[src/shared/scrd_pkg.sv]
// package: register map, control fields and state for the scaler card block
package scrd_pkg;
    localparam logic [15:0] BASE_DEFAULT     = 16'h0330;
    localparam logic [3:0]  OFF_CONTROL      = 4'h0;
    localparam logic [3:0]  OFF_CHSEL        = 4'h1;
    localparam logic [3:0]  OFF_START_LO0    = 4'h2;
    localparam logic [3:0]  OFF_STATUS       = 4'h3;
    localparam logic [3:0]  OFF_START_HI0    = 4'h4;
    localparam logic [3:0]  OFF_START_LO1    = 4'h6;
    localparam logic [3:0]  OFF_START_HI1    = 4'h8;
    localparam logic [3:0]  OFF_SNAP_LO      = 4'ha;
    localparam logic [3:0]  OFF_SNAP_HI      = 4'hc;
    localparam int BIT_ARM          = 0;
    localparam int BIT_RUN_DRIVE    = 1;
    localparam int BIT_RUN_WATCH    = 2;
    localparam int BIT_RUN_DROP     = 3;
    localparam int BIT_WIN_POL      = 4;
    localparam int BIT_WIN_EN       = 5;
    localparam int BIT_MUST_ONE     = 6;
    localparam int BIT_EXT_XFER_EN  = 7;
    localparam int BIT_SW_LOAD      = 8;
    localparam int BIT_SNAPSHOT     = 9;
    localparam int BIT_TERM_CH0     = 10;
    localparam int BIT_TERM_CH1     = 11;
    localparam int BIT_TERM_CLR     = 12;
    localparam int BIT_TIMER        = 13;
    localparam int BIT_STOP_FALL    = 14;
    localparam int BIT_SYS_RESET    = 15;
    localparam logic [15:0] CONTROL_RESET  = 16'h0040;
    localparam logic [7:0]  CHSEL_RESET    = 8'h00;
    localparam logic [31:0] TERMINAL_COUNT = 32'h0FFF_FFFF;
    localparam int TIMEBASE_NS  = 10;
    localparam int CLK_PERIOD_NS = 100;
    // ticks of the 10 ns time base per system clock, at least one
    localparam int TIMER_STEP =
        (CLK_PERIOD_NS / TIMEBASE_NS) < 1 ? 1 : CLK_PERIOD_NS / TIMEBASE_NS;
    localparam int NCH = 12;

    typedef struct packed {
        logic        rd;
        logic        wr;
        logic [3:0]  addr;
        logic [15:0] wdata;
    } scrd_bus_s;

    typedef struct packed {
        logic [15:0]          control;
        logic [7:0]           chsel;
        logic [1:0][31:0]     start_val;
        logic [NCH-1:0][31:0] count;
        logic [NCH-1:0][31:0] snap;
        logic                 term_flag;
        logic                 finished;
        logic                 run_q;
        logic [15:0]          rdata;
        logic                 carry;
    } scrd_state_s;
endpackage : scrd_pkg

[src/core/scrd_top.sv]
// scaler card host register interface and counter control
`timescale 1ns/1ps
`default_nettype none

// Overview of operation
// RQ1: host reaches card only through port accesses at switch base, default 330h.
// RQ2: 16-bit control word at offset 0, writable and readable.
// RQ3: bit 0 arms card; bit 1 drives armed state onto shared run line.
// RQ4: bit 2 set: counters advance only while run line is true.
// RQ5: bit 3 set: release run line once a terminal count is reached.
// RQ6: bit 4 picks gate active level: 0 low, 1 high.
// RQ7: bit 5 enables common gate; cleared gate has no effect.
// RQ8: bit 8 loads start values by software; bit 7 enables external load.
// RQ9: bit 9 snapshots all counters at once into capture registers.
// RQ10: bits 10 and 11 enable terminal mode for scalers 0 and 1.
// RQ11: bit 13 makes scaler 0 count a 10 ns internal time base.
// RQ12: bit 14 clear halts while line false; set stops on falling edge.
// RQ13: 8-bit channel-select register at offset 1, writable and readable.
// RQ14: low four channel-select bits pick scaler shown at capture readout.
// RQ15: upper four bits pick carry source: 0 carry, 1..15 bits 30..16.
// RQ16: read-only status at offset 3: reached, run, gate, load, version.
// RQ17: scaler 0 in terminal mode starts at preset, stops at FFFFFFFh.
// RQ18: scaler 1 behaves likewise with its own preset.
// RQ19: start values split into 16-bit halves at offsets 2,4 and 6,8.
// RQ20: selected snapshot low and high halves read at offsets 10 and 12.
// RQ21: bit 12 clears reached flag; bit 15 resets system; bit 6 written 1.
module scrd_top
    import scrd_pkg::*;
#(
    parameter logic [15:0] BASE_ADDR = BASE_DEFAULT,
    parameter logic        VERSION   = 1'b0
) (
    // clock and reset
    input  wire logic            CLK_SYS_IN,
    input  wire logic            ARST_N_IN,
    // host port access
    input  wire logic [15:0]     PORT_ADDR_IN,
    input  wire logic            PORT_RD_IN,
    input  wire logic            PORT_WR_IN,
    input  wire logic [15:0]     PORT_WDATA_IN,
    output logic      [15:0]     PORT_RDATA_OUT,
    // field inputs
    input  wire logic [NCH-1:0]  COUNT_IN,
    input  wire logic            WINDOW_IN,
    input  wire logic            LOAD_IN,
    // shared run line, open drain
    input  wire logic            RUN_LINE_IN,
    output logic                 RUN_LINE_OUT,
    output logic                 RUN_LINE_OE_OUT,
    // carry and status
    output logic                 CARRY_PULSE_OUTPUT_OUT,
    output logic                 TERMINAL_FLAG_OUT
);

    scrd_state_s st_reg, st_next;
    // two-flop synchronisers for pins, stage 1 is read only by stage 2
    logic [NCH+2:0] sync1_reg, sync2_reg, prev_reg;
    logic [NCH-1:0] cnt_s, cnt_rise;
    logic           win_s, load_s, run_s, load_rise;

    always_ff @(posedge CLK_SYS_IN or negedge ARST_N_IN) begin
        if (!ARST_N_IN) begin
            sync1_reg <= '0;
            sync2_reg <= '0;
            prev_reg  <= '0;
        end else begin
            sync1_reg <= {RUN_LINE_IN, LOAD_IN, WINDOW_IN, COUNT_IN};
            sync2_reg <= sync1_reg;
            prev_reg  <= sync2_reg;
        end
    end

    assign cnt_s     = sync2_reg[NCH-1:0];
    assign win_s     = sync2_reg[NCH];
    assign load_s    = sync2_reg[NCH+1];
    assign run_s     = sync2_reg[NCH+2];
    assign cnt_rise  = cnt_s & ~prev_reg[NCH-1:0];
    assign load_rise = load_s & ~prev_reg[NCH+1];

    scrd_bus_s bus;
    logic      hit;
    assign hit = (PORT_ADDR_IN >= BASE_ADDR)
              && ((PORT_ADDR_IN - BASE_ADDR) < 16'h0010); // see RQ1
    assign bus.rd    = PORT_RD_IN && hit;
    assign bus.wr    = PORT_WR_IN && hit;
    assign bus.addr  = PORT_ADDR_IN[3:0] - BASE_ADDR[3:0];
    assign bus.wdata = PORT_WDATA_IN;

    logic [15:0] ctl;
    logic        armed, gate_ok, run_ok, do_load, term_hit;
    logic [1:0]  reached;
    logic [31:0] sel_snap;
    logic [4:0]  tap;

    assign ctl      = st_reg.control;
    assign armed    = ctl[BIT_ARM]; // see RQ3
    // gate level compared against chosen polarity
    assign gate_ok  = !ctl[BIT_WIN_EN]
                   || (win_s == ctl[BIT_WIN_POL]); // see RQ6 see RQ7
    assign run_ok   = !ctl[BIT_RUN_WATCH]
                   || (run_s && !st_reg.finished); // see RQ4 see RQ12
    assign do_load  = (bus.wr && bus.addr == OFF_CONTROL
                       && bus.wdata[BIT_SW_LOAD])
                   || (ctl[BIT_EXT_XFER_EN] && load_rise); // see RQ8
    assign sel_snap = st_reg.snap[st_reg.chsel[3:0]]; // see RQ14
    assign tap      = 5'd31 - {1'b0, st_reg.chsel[7:4]};

    genvar g;
    generate
        for (g = 0; g < 2; g++) begin : g_term
            // terminal mode halts the channel at the terminal count
            assign reached[g] = ctl[BIT_TERM_CH0 + g]
                && st_reg.count[g] == TERMINAL_COUNT; // see RQ17 see RQ18
        end
    endgenerate
    assign term_hit = |reached;

    always_comb begin
        st_next = st_reg;
        st_next.run_q = run_s;
        // host register writes
        if (bus.wr) begin
            unique case (bus.addr)
                OFF_CONTROL: begin
                    st_next.control = bus.wdata; // see RQ2
                    // command bits act once and do not stay set
                    st_next.control[BIT_SW_LOAD]   = 1'b0;
                    st_next.control[BIT_SNAPSHOT]  = 1'b0;
                    st_next.control[BIT_TERM_CLR]  = 1'b0;
                    st_next.control[BIT_SYS_RESET] = 1'b0;
                end
                OFF_CHSEL:     st_next.chsel = bus.wdata[7:0]; // see RQ13
                OFF_START_LO0: st_next.start_val[0][15:0]  = bus.wdata;
                OFF_START_HI0: st_next.start_val[0][31:16] = bus.wdata;
                OFF_START_LO1: st_next.start_val[1][15:0]  = bus.wdata;
                OFF_START_HI1: st_next.start_val[1][31:16] = bus.wdata;
                default: ; // see RQ19
            endcase
        end
        // counting
        for (int i = 0; i < NCH; i++) begin
            if (armed && gate_ok && run_ok && !(i < 2 && reached[i[0]])) begin
                if (i == 0 && ctl[BIT_TIMER]) begin
                    st_next.count[i] = st_reg.count[i]
                                     + 32'(TIMER_STEP); // see RQ11
                end else if (cnt_rise[i]) begin
                    st_next.count[i] = st_reg.count[i] + 32'h0000_0001;
                end
            end
        end
        // falling run edge finishes counting in stop mode
        if (ctl[BIT_STOP_FALL] && st_reg.run_q && !run_s) begin
            st_next.finished = 1'b1; // see RQ12
        end
        if (do_load) begin
            st_next.count[0] = st_reg.start_val[0];
            st_next.count[1] = st_reg.start_val[1];
            for (int i = 2; i < NCH; i++) st_next.count[i] = '0;
            st_next.finished = 1'b0;
        end
        if (bus.wr && bus.addr == OFF_CONTROL && bus.wdata[BIT_SNAPSHOT]) begin
            st_next.snap = st_reg.count; // see RQ9
        end
        // a new terminal event wins over a clear in the same cycle
        if (bus.wr && bus.addr == OFF_CONTROL && bus.wdata[BIT_TERM_CLR]) begin
            st_next.term_flag = 1'b0; // see RQ21
        end
        if (term_hit) st_next.term_flag = 1'b1; // see RQ10
        // carry: overflow or selected data bit
        if (st_reg.chsel[7:4] == 4'h0) begin
            st_next.carry = st_reg.count[0] == 32'hFFFF_FFFF; // see RQ15
        end else begin
            st_next.carry = st_reg.count[0][tap];
        end
        // read data, from a register, back to zero in each cycle without a read
        st_next.rdata = 16'h0000;
        if (bus.rd) begin
            unique case (bus.addr)
                OFF_CONTROL:   st_next.rdata = ctl;
                OFF_CHSEL:     st_next.rdata = {8'h00, st_reg.chsel};
                OFF_START_LO0: st_next.rdata = st_reg.start_val[0][15:0];
                OFF_STATUS:    st_next.rdata = {11'h000, VERSION, load_s,
                                   win_s, run_s, st_reg.term_flag}; // see RQ16
                OFF_START_HI0: st_next.rdata = st_reg.start_val[0][31:16];
                OFF_START_LO1: st_next.rdata = st_reg.start_val[1][15:0];
                OFF_START_HI1: st_next.rdata = st_reg.start_val[1][31:16];
                OFF_SNAP_LO:   st_next.rdata = sel_snap[15:0]; // see RQ20
                OFF_SNAP_HI:   st_next.rdata = sel_snap[31:16];
                default:       st_next.rdata = 16'h0000;
            endcase
        end
        // software system reset returns everything except the pin synchronisers and edge stage to reset state
        if (bus.wr && bus.addr == OFF_CONTROL && bus.wdata[BIT_SYS_RESET]) begin
            st_next         = '0;
            st_next.control = CONTROL_RESET; // see RQ21
            st_next.chsel   = CHSEL_RESET;
        end
    end

    always_ff @(posedge CLK_SYS_IN or negedge ARST_N_IN) begin
        if (!ARST_N_IN) begin
            st_reg         <= '0;
            st_reg.control <= CONTROL_RESET;
            st_reg.chsel   <= CHSEL_RESET;
        end else begin
            st_reg <= st_next;
        end
    end

    assign PORT_RDATA_OUT = st_reg.rdata;
    // line is pulled low (not ready) unless armed, driving allowed and not dropped by bit 3 on terminal flag
    assign RUN_LINE_OUT    = 1'b0;
    assign RUN_LINE_OE_OUT = !(ctl[BIT_RUN_DRIVE] && armed
                          && !(ctl[BIT_RUN_DROP] && st_reg.term_flag));
    // see RQ3 see RQ5
    assign CARRY_PULSE_OUTPUT_OUT = !st_reg.carry;
    assign TERMINAL_FLAG_OUT      = st_reg.term_flag;

endmodule // scrd_top

`default_nettype wire

[config.mk]
export PLATFORM = sky130hd
export DESIGN_NAME = scrd_top
export DESIGN_NICKNAME = d
export VERILOG_FILES = /design/src/shared/scrd_pkg.sv /design/src/core/scrd_top.sv
export SDC_FILE = /design/constraint.sdc
export NUM_CORES = 2
export LEC_CHECK = 0
export BUFFER_PORTS_ARGS = -buffer_cell sky130_fd_sc_hd__buf_2
export CORE_MARGIN = 2
export CORE_UTILIZATION = 40
export DETAILED_ROUTE_END_ITERATION = 7
export GPL_TIMING_DRIVEN = 1
export PLACE_DENSITY = 0.57
export RECOVER_POWER = 25
export SETUP_SLACK_MARGIN = 0.2
export SYNTH_ARGS = -nofsm -noshare
export SYNTH_HDL_FRONTEND = slang
export SYNTH_SLANG_ARGS = --single-unit
[constraint.sdc]
create_clock -name CLK_SYS_IN -period 2.62 [get_ports CLK_SYS_IN]
set_input_delay 0.655 -clock CLK_SYS_IN [delete_from_list [all_inputs] [get_ports CLK_SYS_IN]]
set_output_delay 0.655 -clock CLK_SYS_IN [all_outputs]
set_load 0.05 [all_outputs]
==> flow_metrics.py <==
metrics = {
    "place": {
        "place_inst": 5853,
        "io_buffers": 69,
        "hpwl_um": 97400,
        "gp_congestion": 0.944,
    },
    "final_layout": {
        "layout_commonest_cell": "nand2_1",
        "instances_no_fill": 6092,
        "fin_nets": 4668,
        "largest_register_ff_count": 843,
        "post-route-util_pct": 48.2,
        "num_antenna_cells": 0,
        "layout_common_cells": "nand2_1 (908), dfrtp_1 (906), a21oi_1 (446)",
        "syn2layout_area_growth_pct": 19.3,
        "drive_gt1_share_pct": 16.7,
    },
    "power_and_ir_drop": {
        "cellPowerDensity_nw_per_um2": 583,
        "peakVddDrop_mv": 0.516,
        "power.leakage_nw": 21.0,
        "total_power_mw": 30.1,
    },
    "clock_tree": {
        "worstSkewPairLatency_ns": 0.69,
        "cts_tree": "built",
        "clockRootBuffer": "clkbuf_16",
        "cts_buffer_depth": 3,
        "cts_sinks": 915,
        "htreeDepth": 3,
        "clk_pin_slew_ns": 0.06,
        "cts_buffers": 102,
    },
    "route": {
        "drt_pass1_iterations": 8,
        "drt-initial-drc-count": 3204,
        "dr_total_vias": 34200,
        "detail_route.wl_per_cell_um": 22.6,
        "drtAntennaViolNets": 0,
        "drt_drc_violations_left": 5,
        "vias_per_cell": 5.62,
        "drt-total-wl_um": 137000,
    },
    "floorplan": {
        "die_area_um2": 111000,
        "io_pins": 71,
        "core_area_um2": 107000,
        "die_x_um": 333,
        "start_util_pct": 40.4,
        "die_h_um": 333,
        "rows": 120,
    },
    "worst_setup_path": {
        "cp-end-kind": "flop",
        "required_ns": 3.24,
        "start_kind": "flop",
        "crit_arrival_ns": 3.02,
        "path_max_fanout": 6,
        "worst-setup-path-type": "flop to flop",
    },
    "status": {
        "violations": "DRC, capacitance limit, slew limit",
        "status": "finished with violations",
    },
    "sta": {
        "drv_slew": 21,
        "finalSetupViolations": 0,
        "finalClockSkew_ns": 0.0310,
        "worst_pin_slew_ns": 1.50,
        "worst_hold_slack_ns": 0.0614,
        "fin_crit_sh_pct": 91.8,
        "rsz0062_at_grt": "yes",
        "fin_crit_ns": 2.41,
        "max_freq_ghz": 0.416,
        "setup_tns_ns": 0,
        "slew_headroom_pct": -0.127,
        "final-hold-violation-count": 0,
    },
    "synth": {
        "synth_edf_count": 0,
        "synth-xor-area-share_pct": 6.73,
        "synthAdderAreaFrac_pct": 0.376,
        "synthArstFlopShare_pct": 100,
        "synth.distinct_cells": 67,
        "synthFlopType": "dfrtp_1",
        "synth_top_family_by_area": "simple AND/OR/NAND/NOR gates",
        "syn_area_um2": 43300,
        "ys_seq_area_share_pct": 52.9,
        "muxShareOfSynthArea_pct": 6.06,
        "synth_warnings": 0,
        "syn_nets": 4443,
        "yosys.area_share.simple_pct": 19.6,
        "synth_area_per_cell_um2": 9.89,
        "synth_cells": 4379,
        "synth_compound_area_share_pct": 10.6,
        "ys_ff_latch": 915,
    },
    "flow_run": {
        "drv_cap": 1,
    },
    "global_routing": {
        "grt_first_pass_wirelength_um": 211000,
        "grt_pass1_vias": 33500,
        "grtUsageTotal_pct": 24.6,
        "grt-ovfl-total": 0,
        "grt_max_degree": 100,
        "antenna_found_initial": 5,
    },
    "worst_hold_path": {
        "hold_class": "input pin to flop",
    },
}
worst paths after layout:
| check | startpoint | endpoint | slack (ns) | cells after the start |
|---|---|---|---|---|
| max | sync2_reg[12]$_DFF_PN0_ | st_reg[609]$_DFFE_PN0P_ | 0.21 | 8 |
| min | COUNT_IN[10] | sync1_reg[10]$_DFF_PN0_ | 0.06 | 1 |
| max reg2reg | sync2_reg[12]$_DFF_PN0_ | st_reg[609]$_DFFE_PN0P_ | 0.21 | 8 |
| min reg2reg | sync1_reg[13]$_DFF_PN0_ | sync2_reg[13]$_DFF_PN0_ | 0.34 | 0 |
| max in group asynchronous | ARST_N_IN | st_reg[118]$_DFFE_PN0P_ | 0.32 | 4 |
| min in group asynchronous | ARST_N_IN | st_reg[429]$_DFFE_PN0P_ | 0.85 | 2 |
routing by layer:
metal  part of all wire, %  global-route usage, %
met1                    44                   34.2
met2                    47                   39.1
met3                   5.6                   3.82
met4                   3.7                   8.76
met5                0.0095                      0
layout make-up:
class	count	area (um^2)
multi-input cells	3125	19300
flip-flops and latches	915	22900
clock inverters	34	520
clock buffers	155	3080
well taps	1403	1760
fillers	9940	55500
repair buffers	409	3900
inverters	51	191
cell usage after synthesis (20+ instances only):
master    count  area (um^2)
a222oi_1     20          200
nand2_1     917         3440
nand4_1     101          632
mux2i_1      36          360
and2_1       25          156
dfrtp_1     914        22900
o21ai_0     114          571
o31ai_1      25          188
xnor2_1     128         1120
nor2_1      355         1330
or3_1        47          294
buf_4        42          315
nand2b_1     32          200
mux4_2      100         2250
nand3_1     158          791
xor2_1      205         1800
clkbuf_1    150          563
inv_1        51          191
a22o_1      112          981
and4_1       36          315
nor3_1       50          250
buf_2        75          375
and3_1       61          382
a21oi_1     451         2260
stage by stage:
stage          setup slack (ns)  area (um^2)
2_1_floorplan            0.0897        43600
3_3_place_gp             -0.718        47200
3_5_place_dp             -0.699        47200
4_1_cts                   0.202        51100
5_1_grt                  0.0952        51700
6_report                  0.214        51700
logic make-up after synthesis:
logic type	Yosys count
flip-flops	915
XOR/XNOR	333
multiplexers	137
buffers and inverters	339
adder cells (fa/ha/maj)	13
AND/OR/NAND/NOR	1867
AO/OA/AOI/OAI	774
other	1
repair_timing:
action                                  4_1_cts  5_1_grt
resized for setup                            17       93
pin swaps                                     5       29
endpoints found under the setup margin       71      101
cloned                                        2        2
endpoints found under the hold margin        32        0
hold buffers                                  1        0
buffers inserted                              8       37
report_power, final:
part	total, mW	internal [mW]	switching, mW	leakage, nW
Clock	15.3	9.21	6.05	1.78
Combinational	0.674	0.169	0.505	8.56
Sequential	14.2	14.2	0.0341	10.7
Total	30.1	23.6	6.59	21.0
worst max-delay path, stage by stage (launching register included):
cell and delay, ns:
dfrtp_1 0.41, xnor2_1 0.17, buf_4 0.16, o221ai_4 0.18, buf_4 0.20, clkbuf_16 0.17
or3_1 0.51, or3_1 0.39, a21oi_1 0.14
No activity file was read; power rests on OpenSTA's default activity.
